<file path="src/inc/wdn_defines.svh">
// constants for the watchdog nmi timer
`ifndef WDN_DEFINES_SVH
`define WDN_DEFINES_SVH

`define WDN_ADDR_W 16
`define WDN_DATA_W 4
`define WDN_CNT_W 10
`define WDN_EVT_W 2

`define WDN_ADDR_CTRL 16'hFF07
`define WDN_ADDR_STATUS 16'hFF08
`define WDN_ADDR_MASK 16'hFF09
`define WDN_ADDR_CNT_LO 16'hFF0A
`define WDN_ADDR_CNT_MID 16'hFF0B
`define WDN_ADDR_CNT_HI 16'hFF0C

`define WDN_BIT_CLEAR 0
`define WDN_BIT_ENABLE 1
`define WDN_CNT_LO_LSB 0
`define WDN_CNT_LO_MSB 3
`define WDN_CNT_MID_LSB 4
`define WDN_CNT_MID_MSB 7
`define WDN_CNT_HI_LSB 8
`define WDN_CNT_HI_MSB 9
`define WDN_CNT_HI_W 2
`define WDN_EVT_TIMEOUT 0
`define WDN_EVT_NMI_TAKEN 1

`define WDN_ENABLE_RST 1'h1
`define WDN_CNT_RST 10'h000
`define WDN_CNT_MAX 10'h3FF
`define WDN_CNT_ONE 10'h001
`define WDN_EVT_RST 2'h0
`define WDN_MASK_RST 2'h0
`define WDN_RDATA_ZERO 4'h0

`define WDN_OSC_LOW_HZ 32768
`define WDN_TICK_HZ 256
`define WDN_PRESCALE_W 7
`define WDN_PRESCALE_DIV (`WDN_OSC_LOW_HZ / `WDN_TICK_HZ)
`define WDN_PRESCALE_LAST 7'((`WDN_PRESCALE_DIV) - 1)
`define WDN_PRESCALE_RST 7'h00
`define WDN_PRESCALE_ONE 7'h01

`define WDN_NMI_VECTOR 16'h0100

`endif

</file>
<file path="src/inc/wdn_pkg.sv">
// types for the watchdog nmi timer
package wdn_pkg;
  `include "wdn_defines.svh"

  typedef struct packed {
    logic [`WDN_ADDR_W-1:0] addr;
    logic [`WDN_DATA_W-1:0] wdata;
    logic wr;
    logic rd;
  } wdn_bus_req_t;

  typedef enum logic [0:0] {
    WDN_NMI_IDLE = 1'b0,
    WDN_NMI_PENDING = 1'b1
  } wdn_nmi_state_t;
endpackage : wdn_pkg

</file>
<file path="src/wdn_tick_div.sv">
// prescaler: low-speed oscillator edges down to the counting tick
`timescale 1ns/10ps
`include "wdn_defines.svh"
module wdn_tick_div
  import wdn_pkg::*;
(
  input wire logic i_mclk,
  input wire logic i_rst_n,
  input wire logic i_osc_edge,
  output logic o_tick
);
  logic [`WDN_PRESCALE_W-1:0] prescale;
  logic [`WDN_PRESCALE_W-1:0] next_prescale;
  logic tick;
  logic next_tick;

  always_comb
  begin
    next_prescale = prescale;
    next_tick = 1'b0;
    if (i_osc_edge)
    begin
      if (prescale == `WDN_PRESCALE_LAST)
      begin
        next_prescale = `WDN_PRESCALE_RST;
        next_tick = 1'b1;
      end
      else
      begin
        next_prescale = prescale + `WDN_PRESCALE_ONE;
      end
    end
  end

  always_ff @(posedge i_mclk or negedge i_rst_n)
  begin
    if (!i_rst_n)
    begin
      prescale <= `WDN_PRESCALE_RST;
      tick <= 1'b0;
    end
    else
    begin
      prescale <= next_prescale;
      tick <= next_tick;
    end
  end

  assign o_tick = tick;
endmodule : wdn_tick_div

</file>
<file path="src/wdn_watchdog.sv">
// watchdog timer raising a non-maskable interrupt request to the cpu core
//
// The plain strobed port is this design's own decision.
`timescale 1ns/10ps
`include "wdn_defines.svh"
module wdn_watchdog
  import wdn_pkg::*;
(
  input wire logic i_mclk,
  input wire logic i_rstn,
  input wire logic i_osc_low,
  input wdn_bus_req_t i_bus,
  input wire logic i_cpu_halted,
  input wire logic i_nmi_ack,
  output logic [`WDN_DATA_W-1:0] o_rdata,
  output logic o_nmi_req,
  output logic o_halt_release,
  output logic o_irq
);
  // reset release
  logic rst_meta_n;
  logic rst_n;

  always_ff @(posedge i_mclk or negedge i_rstn)
  begin
    if (!i_rstn)
    begin
      rst_meta_n <= 1'b0;
      rst_n <= 1'b0;
    end
    else
    begin
      rst_meta_n <= 1'b1;
      rst_n <= rst_meta_n;
    end
  end

  // oscillator pin into the clock domain
  logic osc_meta;
  logic osc_sync;
  logic osc_prev;
  logic osc_edge;

  always_ff @(posedge i_mclk or negedge rst_n)
  begin
    if (!rst_n)
    begin
      osc_meta <= 1'b0;
      osc_sync <= 1'b0;
      osc_prev <= 1'b0;
    end
    else
    begin
      osc_meta <= i_osc_low;
      osc_sync <= osc_meta;
      osc_prev <= osc_sync;
    end
  end

  assign osc_edge = osc_sync & ~osc_prev;

  logic tick;

  wdn_tick_div u_tick_div (
    .i_mclk(i_mclk),
    .i_rst_n(rst_n),
    .i_osc_edge(osc_edge),
    .o_tick(tick)
  );

  // register decode
  logic wr_ctrl;
  logic wr_status;
  logic wr_mask;
  logic clear_req;

  always_comb
  begin
    wr_ctrl = 1'b0;
    wr_status = 1'b0;
    wr_mask = 1'b0;
    if (i_bus.wr)
    begin
      if (i_bus.addr == `WDN_ADDR_CTRL)
      begin
        wr_ctrl = 1'b1;
      end
      else if (i_bus.addr == `WDN_ADDR_STATUS)
      begin
        wr_status = 1'b1;
      end
      else if (i_bus.addr == `WDN_ADDR_MASK)
      begin
        wr_mask = 1'b1;
      end
    end
  end

  // zero on the clear bit does nothing
  assign clear_req = wr_ctrl & i_bus.wdata[`WDN_BIT_CLEAR];

  // enable bit and counter
  logic enable;
  logic next_enable;
  logic [`WDN_CNT_W-1:0] count;
  logic [`WDN_CNT_W-1:0] next_count;
  logic overflow;

  always_comb
  begin
    next_enable = enable;
    next_count = count;
    overflow = 1'b0;
    if (wr_ctrl)
    begin
      next_enable = i_bus.wdata[`WDN_BIT_ENABLE];
    end
    // halt state has no say here
    if (enable && tick)
    begin
      if (count == `WDN_CNT_MAX)
      begin
        overflow = 1'b1;
        next_count = `WDN_CNT_RST;
      end
      else
      begin
        next_count = count + `WDN_CNT_ONE;
      end
    end
    if (clear_req)
    begin
      next_count = `WDN_CNT_RST;
    end
  end

  always_ff @(posedge i_mclk or negedge rst_n)
  begin
    if (!rst_n)
    begin
      enable <= `WDN_ENABLE_RST;
      count <= `WDN_CNT_RST;
    end
    else
    begin
      enable <= next_enable;
      count <= next_count;
    end
  end

  // nmi request held until the cpu takes it or a control write clears the enable bit
  wdn_nmi_state_t nmi_state;
  wdn_nmi_state_t next_nmi_state;
  logic nmi_taken;

  always_comb
  begin
    next_nmi_state = nmi_state;
    nmi_taken = 1'b0;
    case (nmi_state)
      WDN_NMI_IDLE:
      begin
        if (overflow && !(wr_ctrl && !i_bus.wdata[`WDN_BIT_ENABLE]))
        begin
          next_nmi_state = WDN_NMI_PENDING;
        end
      end
      WDN_NMI_PENDING:
      begin
        if (wr_ctrl && !i_bus.wdata[`WDN_BIT_ENABLE])
        begin
          next_nmi_state = WDN_NMI_IDLE;
        end
        else if (i_nmi_ack && !overflow)
        begin
          nmi_taken = 1'b1;
          next_nmi_state = WDN_NMI_IDLE;
        end
        else if (i_nmi_ack)
        begin
          // fresh overflow beside the ack keeps it pending
          nmi_taken = 1'b1;
        end
      end
      default:
      begin
        next_nmi_state = WDN_NMI_IDLE;
      end
    endcase
  end

  always_ff @(posedge i_mclk or negedge rst_n)
  begin
    if (!rst_n)
    begin
      nmi_state <= WDN_NMI_IDLE;
    end
    else
    begin
      nmi_state <= next_nmi_state;
    end
  end

  assign o_nmi_req = (nmi_state == WDN_NMI_PENDING);
  assign o_halt_release = o_nmi_req & i_cpu_halted;

  // sticky events, mask, interrupt line
  logic [`WDN_EVT_W-1:0] evt_status;
  logic [`WDN_EVT_W-1:0] next_evt_status;
  logic [`WDN_EVT_W-1:0] evt_mask;
  logic [`WDN_EVT_W-1:0] next_evt_mask;
  logic [`WDN_EVT_W-1:0] evt_set;
  logic irq;
  logic next_irq;

  always_comb
  begin
    evt_set = `WDN_EVT_RST;
    evt_set[`WDN_EVT_TIMEOUT] = overflow;
    evt_set[`WDN_EVT_NMI_TAKEN] = nmi_taken;
    next_evt_status = evt_status;
    if (wr_status)
    begin
      next_evt_status = evt_status & ~i_bus.wdata[`WDN_EVT_W-1:0];
    end
    // set beats clear
    next_evt_status = next_evt_status | evt_set;
    next_evt_mask = evt_mask;
    if (wr_mask)
    begin
      next_evt_mask = i_bus.wdata[`WDN_EVT_W-1:0];
    end
    next_irq = |(next_evt_status & next_evt_mask);
  end

  always_ff @(posedge i_mclk or negedge rst_n)
  begin
    if (!rst_n)
    begin
      evt_status <= `WDN_EVT_RST;
      evt_mask <= `WDN_MASK_RST;
      irq <= 1'b0;
    end
    else
    begin
      evt_status <= next_evt_status;
      evt_mask <= next_evt_mask;
      irq <= next_irq;
    end
  end

  assign o_irq = irq;

  // read data, one cycle after the strobe
  logic [`WDN_DATA_W-1:0] rdata;
  logic [`WDN_DATA_W-1:0] next_rdata;

  always_comb
  begin
    next_rdata = `WDN_RDATA_ZERO;
    if (i_bus.rd)
    begin
      if (i_bus.addr == `WDN_ADDR_CTRL)
      begin
        // clear and upper bits stay zero
        next_rdata[`WDN_BIT_ENABLE] = enable;
      end
      else if (i_bus.addr == `WDN_ADDR_STATUS)
      begin
        next_rdata[`WDN_EVT_W-1:0] = evt_status;
      end
      else if (i_bus.addr == `WDN_ADDR_MASK)
      begin
        next_rdata[`WDN_EVT_W-1:0] = evt_mask;
      end
      else if (i_bus.addr == `WDN_ADDR_CNT_LO)
      begin
        next_rdata = count[`WDN_CNT_LO_MSB:`WDN_CNT_LO_LSB];
      end
      else if (i_bus.addr == `WDN_ADDR_CNT_MID)
      begin
        next_rdata = count[`WDN_CNT_MID_MSB:`WDN_CNT_MID_LSB];
      end
      else if (i_bus.addr == `WDN_ADDR_CNT_HI)
      begin
        next_rdata[`WDN_CNT_HI_W-1:0] = count[`WDN_CNT_HI_MSB:`WDN_CNT_HI_LSB];
      end
    end
  end

  always_ff @(posedge i_mclk or negedge rst_n)
  begin
    if (!rst_n)
    begin
      rdata <= `WDN_RDATA_ZERO;
    end
    else
    begin
      rdata <= next_rdata;
    end
  end

  assign o_rdata = rdata;
endmodule : wdn_watchdog

</file>
<file path="config.mk">
export PLATFORM = sky130hd
export DESIGN_NAME = wdn_watchdog
export DESIGN_NICKNAME = d
export VERILOG_FILES = /design/src/inc/wdn_pkg.sv /design/src/wdn_tick_div.sv /design/src/wdn_watchdog.sv
export VERILOG_INCLUDE_DIRS = /design/src /design/src/inc
export SDC_FILE = /design/constraint.sdc
export NUM_CORES = 1
export LEC_CHECK = 0
export BUFFER_PORTS_ARGS = -buffer_cell sky130_fd_sc_hd__buf_2
export CORE_MARGIN = 3
export CORE_UTILIZATION = 58
export DETAILED_ROUTE_END_ITERATION = 6
export GPL_ROUTABILITY_DRIVEN = 0
export HOLD_SLACK_MARGIN = 0.1
export PLACE_DENSITY = 0.82
export SLEW_MARGIN = 20
export SYNTH_ARGS = -nofsm -noshare
export SYNTH_HDL_FRONTEND = slang
export SYNTH_SLANG_ARGS = --single-unit
</file>
<file path="constraint.sdc">
create_clock -name i_mclk -period 2.9 [get_ports i_mclk]
set_input_delay 0.87 -clock i_mclk [delete_from_list [all_inputs] [get_ports i_mclk]]
set_output_delay 0.87 -clock i_mclk [all_outputs]
set_load 0.05 [all_outputs]
</file>
# Word-level counts from Yosys, hierarchy flattened
# Cells that the tools add are included.
[op_classes]
add_sub_neg = 2
n_eq_ne = 8
n_mux = 39
bitwise_logic = 9
reduce_logical = 9
[ops]
columns = ["operator", "n"]
rows = [
  ["$eq 16x16->1 const B", 6],
  ["$mux 10", 3],
  ["$mux 1", 22],
  ["$mux 2", 10],
  ["$add 10x1->10 const B", 1],
  ["$eq 10x10->1 const B", 1],
  ["$mux 4", 2],
  ["$add 7x1->7 const B", 1],
  ["$eq 7x7->1 const B", 1],
  ["$mux 7", 1],
  ["$and 2x2->2", 2],
  ["$logic_and 1x1->1", 4],
  ["$and 1x1->1", 3],
  ["$logic_not 1->1", 3],
  ["$not 1->1", 2],
  ["$not 2->2", 1],
  ["$or 2x2->2", 1],
  ["$pmux 1 s2", 1],
  ["$reduce_bool 2->1", 1],
  ["$reduce_or 2->1", 1],
]
[totals]
regBits = 34
inputBits = 27
word_cells = 81

# Depth between registers and ports, before layout
# Gate-level depths: netlist of run 1.
[logic_depth]
ltp_word = 11
mapped_depth = 7
depth_no_buf = 6

# Modules after synthesis
# From an unflattened synthesis of run 1, not the netlist that was laid out.
[unflattened]
hier_cells = 160
area_unflattened_um2 = 1659.1
[modules_own_cells]
columns = ["module", "instances", "cells_each", "area_each_um2", "seq_area_each_um2"]
rows = [
  ["wdn_watchdog", 1, 124, 1281.2, 651.9],
  ["wdn_tick_div", 1, 36, 377.9, 200.2],
]

# Worst setup path before layout of run 1
# No wires, ideal clock.
[synth_timing]
path_kind = "input -> register"
from = "input port i_bus[11] in the netlist's numbering"
to = "register irq, in the netlist o_irq"
setup_ns = 0.134
arrival_ns = 2.363
t_required_ns = 2.766
slack_ns = 0.402
path_stages = 5
n_path_buf = 0
path_cell_list = "or4b_4 -> or4_4 -> nor2_4 -> mux2i_1 -> o32ai_2"
[synth_via]
elab_chain_cells = 9
word_cells_on_any_way = 20
classes_between = "eq/ne (3); mux (13); bitwise (2); reduce/logical (2)"
[synth_rtl]
columns = ["element", "line", "text"]
rows = [
  ["start, declared", "wdn_watchdog.sv:12", "input wdn_bus_req_t i_bus,"],
  ["$eq 16x16->1 (no source line)", "-", ""],
  ["$mux 1", "wdn_watchdog.sv:84", "if (i_bus.addr == `WDN_ADDR_CTRL)"],
  ["$mux 1", "wdn_watchdog.sv:82", "if (i_bus.wr)"],
  ["$logic_and 1x1->1", "wdn_watchdog.sv:170", "if (wr_ctrl && !i_bus.wdata[`WDN_BIT_ENABLE])"],
  ["$mux 1", "wdn_watchdog.sv:170", ""],
  ["$mux 1", "wdn_watchdog.sv:160", "case (nmi_state)"],
  ["$or 2x2->2", "wdn_watchdog.sv:227", "next_evt_status = next_evt_status | evt_set;"],
  ["$and 2x2->2 *", "wdn_watchdog.sv:233", "next_irq = |(next_evt_status & next_evt_mask);"],
  ["$reduce_or 2->1 *", "wdn_watchdog.sv:233", ""],
  ["named net next_irq", "wdn_watchdog.sv:214", "logic next_irq;"],
  ["end signal, assigned", "wdn_watchdog.sv:248", "irq <= next_irq;"],
  ["end, declared", "wdn_watchdog.sv:213", "logic irq;"],
]
# Mark *: on every way through the listed nets, which the timed path passes. The rest lies on a longest branch.
# A chain may end at the register's enable or synchronous reset.

# Worst setup path after layout of run 1
[layout_timing]
from = "input port i_bus[11] in the netlist's numbering"
to = "register count[1]"
[layout_via]
elab_chain_cells = 5
word_cells_on_any_way = 6
classes_between = "eq/ne (1); mux (3); bitwise (1); reduce/logical (1)"
[layout_rtl]
columns = ["element", "line", "text"]
rows = [
  ["$eq 16x16->1 (no source line) *", "-", ""],
  ["$mux 1 *", "wdn_watchdog.sv:84", ""],
  ["$mux 1 *", "wdn_watchdog.sv:82", ""],
  ["$and 1x1->1 *", "wdn_watchdog.sv:100", "assign clear_req = wr_ctrl & i_bus.wdata[`WDN_BIT_CLEAR];"],
  ["$mux 10 / $reduce_bool 2->1 (equally long branches)", "-", ""],
  ["end signal, assigned", "wdn_watchdog.sv:142", "count <= `WDN_CNT_RST;"],
  ["end signal, assigned", "wdn_watchdog.sv:147", "count <= next_count;"],
  ["end, declared", "wdn_watchdog.sv:105", "logic [`WDN_CNT_W-1:0] count;"],
]
# Mark *: on every way between the ends. The rest lies on a longest branch, timed or not.

==> qor.tcl, run 1 <==
set qor(worst_clock_skew_ns) 0.0109
set qor(pin_slew_with_the_least_headroom_to_its_limit_ns) 0.909
set qor(syn-instance-count) 166
set qor(final_worst_path_period_need_ns) 2.46
set qor(yosys.cell_count.top_type) {dfrtp_1}
set qor(max_cap_viol_count) 0
set qor(fp.dieH_um) 59.7
set qor(cell_internal_pwr_uw) 720
set qor(relative_area_change_from_synthesis_to_final_layout_pct) 15.5
set qor(grt_max_degree) 24
set qor(clock_insertion_delay_worst_skew_ns) 0.33
set qor(max_freq_mhz) 406
set qor(htreeDepth) 2
set qor(grt_setup_unrepaired) {no}
set qor(drt_wl_total_um) 3580
set qor(required_ns) 3.11
set qor(max-vdd-ir-drop_mv) 0.569
set qor(clkSlewWorstSetupHoldPaths_ns) 0.10
set qor(non_filler_cells_in_the_finished_layout) 232
set qor(dieArea_mm2) 0.00357
set qor(timing_max_transition_violations_final) 0
set qor(synth_edf_count) 0
set qor(synthesis.area_per_instance_um2) 10.1
set qor(fill_cells) 185
set qor(post_synth_instance_area_mm2) 0.00167
set qor(clock_tree_from_tritoncts) {yes}
set qor(setup_tns_ns) 0
set qor(ys_seq_elements) 34
set qor(overflow) 0
set qor(fp.dieW_um) 59.7
set qor(drt_iter0_drc) 59
set qor(critical_path_source_type) {primary input}
set qor(globalRouteMet2Util_pct) 39.5
set qor(finish.net_count) 230
set qor(worst-path-max-fanout) 10
set qor(synth.net_count) 195
set qor(final_core_utilization_pct) 74.0
set qor(cts_buffer_depth) 2
set qor(remaining_drc_errors) 0
set qor(leakage_uw) 0.000883
set qor(critPathMostFrequentCell) {nor2_1}
set qor(cts.sinks) 34
set qor(timing.critical_path.max_delay_family) {simple AND/OR/NAND/NOR gates}
set qor(pwr_density_cell_mw_per_mm2) 495
set qor(detail_route.first_pass.iterations) 5
set qor(relative_max_transition_margin_pct) 39.4
set qor(ranking_of_synthesized_cells_by_instance_count) {33 x dfrtp_1, 19 x nor2_1, 14 x nand2_1}
set qor(asyncSetResetFlopFracSynth_pct) 100
set qor(post_dp_hpwl_um) 2630
set qor(yosys-top-cells-area) {dfrtp_1 49%, nor2_1 4.3%, mux2i_1 3.6%}
set qor(main_synth_ff_type) {dfrtp_1}
set qor(ioPinCount) 34
set qor(clockPowerShare_pct) 32.9
set qor(dr_total_vias) 1392
set qor(insertedDiodeCount) 0
set qor(fp.coreArea_mm2) 0.00261
set qor(cts_resized) 0
set qor(grt_pass1_wl_um) 5960
set qor(cts-root-buf) {clkbuf_4}
set qor(setup.worst_path.class) {in2reg}
set qor(timing.critical_path.slowest_stage_cell) {or4b_4}
set qor(seq_power_share_pct) 57.4
set qor(yosys_warnings) 0
set qor(run_status) {finished clean}
set qor(timing.final.crit_share_pct) 84.9
set qor(ant_nets) 0
set qor(timing.hold.worst.class) {in2async}
set qor(routed_wire_length_per_instance_um) 15.4
set qor(setup_violations) 0
set qor(numCtsBuffers) 5
set qor(register_area_share_after_synthesis_pct) 50.9
set qor(post_cts_buffers) 0
set qor(power.switching_fraction_pct) 24.8
set qor(numPlacedInstances) 224
set qor(cts_hold_buffers) 0
set qor(placement_rows) 18
set qor(critical_path_buffers_and_inverters) 1
set qor(portBuffers) 31
set qor(timing.critical_path.cells) {buf_2 -> or4b_4 -> or4_4 -> nor2_1 -> and2_1 -> nor2_1}
set qor(synth_largest_type_area_fraction_pct) 49.3
set qor(share_comb_of_total_power_pct) 9.7
set qor(report.final.hold_viol_count) 0
set qor(critical_path.endpoint_type) {register}
set qor(worstPathArrival_ns) 2.67
set qor(grt_util_met1_pct) 25.9
set qor(globalRouteMet3Util_pct) 5.18
set qor(first_global_vias) 1372
set qor(grt.busiest_layer) {met2}
set qor(initial_core_util_pct) 64.1
set qor(grt_antenna_before_repair) 0
set qor(grtUsageTotal_pct) 23.1
set qor(cp_slowest_stage_delay_ns) 0.53
set qor(synth_largest_area_cell) {dfrtp_1}
set qor(netSwitchingPower_uw) 237
set qor(distinct_cell_type_count_of_the_synthesized_netlist) 46
set qor(viasPerCell) 6.00
set qor(post_route_cells_drive_above_1_share_pct) 23.8
==> path summary, 6_finish.rpt <==
check	startpoint	endpoint	slack, ns	depth (start not counted)
worst min register to register	rst_meta_n$_DFF_PN0_	rst_n$_DFF_PN0_	0.36	0
worst max register to register	count[0]$_DFFE_PN0P_	count[5]$_DFFE_PN0P_	1.02	6
min in group i_mclk	rst_meta_n$_DFF_PN0_	rst_n$_DFF_PN0_	0.36	0
max in group asynchronous	rst_n$_DFF_PN0_	u_tick_div.prescale[3]$_DFFE_PN0P_	1.84	1
worst min-delay path	i_rstn	rst_n$_DFF_PN0_	0.30	1
worst max-delay path	i_bus[11]	count[1]$_DFFE_PN0P_	0.44	6
==> flip-flops by register name, summed over array words and instances, names as in the netlist, 2 cells and up <==
name / cells
count: 10
u_tick_div.prescale: 7
o_rdata: 4
evt_mask: 2
evt_status: 2
==> cells by family after synthesis <==
logic type / after synthesis / share of synthesized area, %
XOR/XNOR: 8 / 4.18
flip-flops: 34 / 50.9
AND/OR/NAND/NOR: 76 / 25.0
other: 1 / 0.224
AO/OA/AOI/OAI: 26 / 10.5
adder cells (fa/ha/maj): 2 / 1.49
buffers and inverters: 11 / 2.69
multiplexers: 8 / 4.93
==> area by class of cell <==
type                            count  area, µm²  share of cell area, %
Clock buffer                        8       78.8                   4.08
Inverter                            7       26.3                   1.36
Multi-Input combinational cell    121        777                   40.2
Sequential cell                    34        852                   44.0
Tap cell                           30       37.5                   1.94
Timing Repair Buffer               32        163                   8.41
==> cell usage in the layout, fill, tap and decap left out, types with 2 or more instances in the layout <==
| cell type | n |
|---|---|
| o21ai_0 | 5 |
| and2_1 | 3 |
| mux2i_1 | 6 |
| nand4_1 | 8 |
| a21oi_1 | 7 |
| nor3b_1 | 3 |
| nor2_1 | 19 |
| nor2b_1 | 4 |
| nand2_1 | 14 |
| nand4b_1 | 2 |
| dfrtp_1 | 33 |
| o211ai_1 | 2 |
| nand3_1 | 3 |
| ha_1 | 2 |
| xnor2_1 | 4 |
| buf_2 | 31 |
| inv_1 | 7 |
| clkbuf_8 | 3 |
| nor3_1 | 6 |
| xor2_1 | 4 |
| nor4_1 | 3 |
| nand2b_1 | 2 |
| a31oi_1 | 2 |
| clkbuf_4 | 5 |
==> through the flow <==
| step | instance area, µm² | hold slack [ns] | setup slack [ns] | power [µW] |
|---|---|---|---|---|
| 3_5_place_dp | 1860 | 0.340 | 0.0945 | 641 |
| 6_report | 1930 | 0.301 | 0.438 | 958 |
| 2_1_floorplan | 1670 | 0.331 | 0.402 | 601 |
| 3_3_place_gp | 1860 | 0.338 | 0.134 | 631 |
| 4_1_cts | 1930 | 0.287 | 0.453 | 967 |
| 5_1_grt | 1930 | 0.276 | 0.382 | 1010 |
==> per-layer routing <==
| layer | vias up | part of all wire, % | wire (µm) |
|---|---|---|---|
| met5 | - | 0 | 0 |
| met4 | 0 | 3.2 | 113 |
| met3 | 13 | 4.5 | 160 |
| met2 | 44 | 51 | 1830 |
| met1 | 667 | 41 | 1480 |
| li1 | 668 | - | - |
==> power groups by stage <==
stage	combinational [µW]	clock, µW	sequential, µW
after global routing	105	350	553
final	92.8	315	550
after detailed placement	86.0	0	555
after CTS	93.3	327	548
after global placement	81.5	0	550
after floorplan	54.6	0	546
(Power assumes the default switching activity.)
==> run 2, diff against run 1 <==
ABC_AREA = 1   (was not set)
CORE_UTILIZATION = 55   (was 58)
PLACE_DENSITY = 0.77   (was 0.82)
clock period = 2.5 ns   (was 2.9 ns; I/O delays follow)
==> run 2 against run 1 <==
  * Wire length grew 0.20%
  * Global-route usage shrank 3.0 points
  * Setup slack gained 0.16 ns
  * Clock power grew 30%
  * Flip-flop and latch count is the same
  * Non-clock buffer count is the same
  * Largest cell class unchanged
==> qor.tcl, run 2 <==
set qor(clock_tree_from_tritoncts) {yes}
set qor(critPathMostFrequentCell) {buf_2}
set qor(clkSlewWorstSetupHoldPaths_ns) 0.11 ;# about the same
set qor(timing.final.crit_share_pct) 76.1
set qor(required_ns) 1.75 ;# -1.36 ns
set qor(critical_path_source_type) {primary input}
set qor(final_cell_area_mm2) 0.00214 ;# +11%
set qor(run_status) {finished clean}
set qor(setup_violations) 0 ;# unchanged
set qor(placement_rows) 20 ;# +2
set qor(synth_largest_type_area_fraction_pct) 44.9 ;# -4.5 points
set qor(insertedDiodeCount) 0 ;# unchanged
set qor(fp.coreArea_mm2) 0.00313 ;# +20%
set qor(dieArea_mm2) 0.00408 ;# +14%
set qor(clock_insertion_delay_worst_skew_ns) 0.34 ;# about the same
set qor(cts_resized) 0 ;# unchanged
set qor(post_dp_cell_area_mm2) 0.00206 ;# +11%
set qor(cts_hold_buffers) 0 ;# unchanged
set qor(finish.net_count) 309 ;# +34%
set qor(first_global_vias) 1501 ;# +9.4%
set qor(grt_setup_unrepaired) {no}
set qor(timing.critical_path.slowest_stage_cell) {buf_2}
set qor(setup_tns_ns) 0 ;# unchanged
set qor(post_synth_instance_area_mm2) 0.00184 ;# +9.9%
set qor(fp.dieH_um) 63.9 ;# +6.9%
set qor(layout.cells.most_common) {nand2_1}
set qor(drt_iter0_drc) 104 ;# +76%
set qor(timing.hold.worst.class) {in2async}
set qor(setup.worst_path.class) {in2out}
set qor(pwr_density_cell_mw_per_mm2) 530 ;# +7.0%
set qor(numPlacedInstances) 317 ;# +42%
set qor(cp_slowest_stage_delay_ns) 0.25 ;# -0.28 ns
set qor(post_route_cells_drive_above_1_share_pct) 19.6 ;# -4.2 points
set qor(ys_seq_elements) 34 ;# unchanged
set qor(cts_buffer_depth) 2 ;# unchanged
set qor(syn-instance-count) 241 ;# +45%
set qor(cts.sinks) 34 ;# unchanged
set qor(post_dp_hpwl_um) 2750 ;# +4.6%
set qor(fp.dieW_um) 63.9 ;# +6.9%
set qor(report.final.hold_viol_count) 0 ;# unchanged
set qor(most-common-layout-cells) {50 x nand2_1, 43 x inv_1, 33 x dfrtp_1}
set qor(max_cap_viol_count) 0 ;# unchanged
set qor(largest-register) {count}
set qor(max_freq_mhz) 526
set qor(grt_antenna_before_repair) 0 ;# unchanged
set qor(max-vdd-ir-drop_mv) 0.400 ;# -30%
set qor(synth.net_count) 270 ;# +38%
set qor(numCtsBuffers) 5 ;# unchanged
set qor(grtUsageTotal_pct) 20.0 ;# -3.0 points
set qor(yosys_warnings) 0 ;# unchanged
set qor(power.total_uw) 1130 ;# +18%
set qor(synth_largest_area_cell) {dfrtp_1}
set qor(yosys-top-cells-area) {dfrtp_1 45%, nand2_1 10%, inv_1 8.8%}
set qor(relative_area_change_from_synthesis_to_final_layout_pct) 16.3
set qor(routed_wire_length_per_instance_um) 11.0 ;# -28%
set qor(dr_total_vias) 1610 ;# +16%
set qor(final_worst_path_period_need_ns) 1.90
set qor(timing.critical_path.max_delay_family) {buffers and inverters}
set qor(detail_route.first_pass.iterations) 4 ;# -1
set qor(post_cts_buffers) 0 ;# unchanged
set qor(worst-path-max-fanout) 1 ;# -9
set qor(grt_max_degree) 33 ;# +38%
set qor(ranking_of_synthesized_cells_by_instance_count) {50 x nand2_1, 43 x inv_1, 33 x dfrtp_1}
set qor(ioPinCount) 34 ;# unchanged
set qor(timing.critical_path.cells) {buf_2 -> nand2_1 -> inv_1 -> buf_2}
set qor(overflow) 0 ;# unchanged
set qor(initial_core_util_pct) 58.8 ;# -5.2 points
set qor(synth_edf_count) 0 ;# unchanged
set qor(leakage_uw) 0.00110 ;# +25%
set qor(register_area_share_after_synthesis_pct) 46.3 ;# -4.6 points
set qor(largest_register_ff_count) 10 ;# unchanged
set qor(viasPerCell) 4.95 ;# -17%
set qor(yosys.cell_count.top_type) {nand2_1}
set qor(critical_path.endpoint_type) {output pin}
set qor(grt_pass1_wl_um) 6440 ;# +8.1%
set qor(asyncSetResetFlopFracSynth_pct) 100 ;# unchanged
set qor(main_synth_ff_type) {dfrtp_1}
set qor(htreeDepth) 2 ;# unchanged
set qor(ant_nets) 0 ;# unchanged
set qor(drt_wl_total_um) 3580 ;# +0.20%
set qor(critical_path_buffers_and_inverters) 3 ;# +2
set qor(worstPathArrival_ns) 1.15 ;# -1.52 ns
set qor(remaining_drc_errors) 0 ;# unchanged
set qor(timing_max_transition_violations_final) 0 ;# unchanged
set qor(distinct_cell_type_count_of_the_synthesized_netlist) 29 ;# -37%
set qor(portBuffers) 31 ;# unchanged
set qor(cts-root-buf) {clkbuf_4}
set qor(worst_clock_skew_ns) 0.00678 ;# -0.00412 ns
set qor(synthesis.area_per_instance_um2) 7.64 ;# -24%
set qor(non_filler_cells_in_the_finished_layout) 325 ;# +40%
## run 2: metal layers
metal  up-vias  GRT usage, %  share of wire [%]
met5         -             0                  0
met2        36          33.2                 47
li1        847             -                  -
met3         4          5.80                5.3
met4         0          6.74                1.1
met1       723          25.0                 46
## run 2: power by group
part / switching [µW] / internal (µW) / leakage (µW)
clock network: 199 / 210 / 0.0000374
logic: 72.8 / 46.3 / 0.000629
registers: 19.3 / 586 / 0.000438
## run 2: cell families (layout without fill, tap and decap cells)
| family | Yosys count | count (layout) | synth area share [%] |
|---|---|---|---|
| flip-flops | 34 | 34 | 46.3 |
| adder cells (fa/ha/maj) | 2 | 2 | 1.36 |
| AND/OR/NAND/NOR | 118 | 118 | 29.7 |
| buffers and inverters | 46 | 86 | 9.58 |
| AO/OA/AOI/OAI | 34 | 34 | 9.99 |
| other | 1 | 1 | 0.204 |
| XOR/XNOR | 6 | 6 | 2.86 |
## run 2: worst reg2reg max path: stages, from the launching register on
cell	delay, ns
dfrtp_1	0.46
ha_1	0.20
nand2_1	0.13
nor3_1	0.25
nand4_1	0.32
nand4_1	0.20
o21ai_0	0.09
## run 2: final cells by class
class | instances | area [µm²]
clock buffers | 5 | 37.5
multi-input cells | 161 | 812
flip-flops and latches | 34 | 852
inverters | 46 | 176
repair buffers | 32 | 163
well taps | 44 | 55.1
fillers | 265 | 987
clock inverters | 3 | 45.0
## run 2: final timing paths
path	depth (start not counted)	from	endpoint	slack [ns]
min in group i_mclk	0	osc_meta$_DFF_PN0_	osc_sync$_DFF_PN0_	0.37
setup reg to reg	6	count[0]$_DFFE_PN0P_	count[3]$_DFFE_PN0P_	0.75
setup / recovery	4	i_cpu_halted	o_halt_release	0.60
max in group asynchronous	1	rst_n$_DFF_PN0_	enable$_DFFE_PN1N_	1.92
hold reg to reg	1	rst_n$_DFF_PN0_	o_rdata[1]$_DFF_PN0_	0.26
hold / removal	1	i_rstn	rst_meta_n$_DFF_PN0_	0.17
## run 2: stage by stage
| stage | worst slack (ns) | util (%) | hold WS (ns) |
|---|---|---|---|
| floorplan | 0.642 | - | 0.331 |
| global placement | 0.513 | 65.8 | 0.268 |
| detailed placement | 0.502 | 65.8 | 0.271 |
| CTS | 0.592 | 68.4 | 0.155 |
| global route | 0.559 | 68.4 | 0.143 |
| finish | 0.598 | 68.4 | 0.174 |
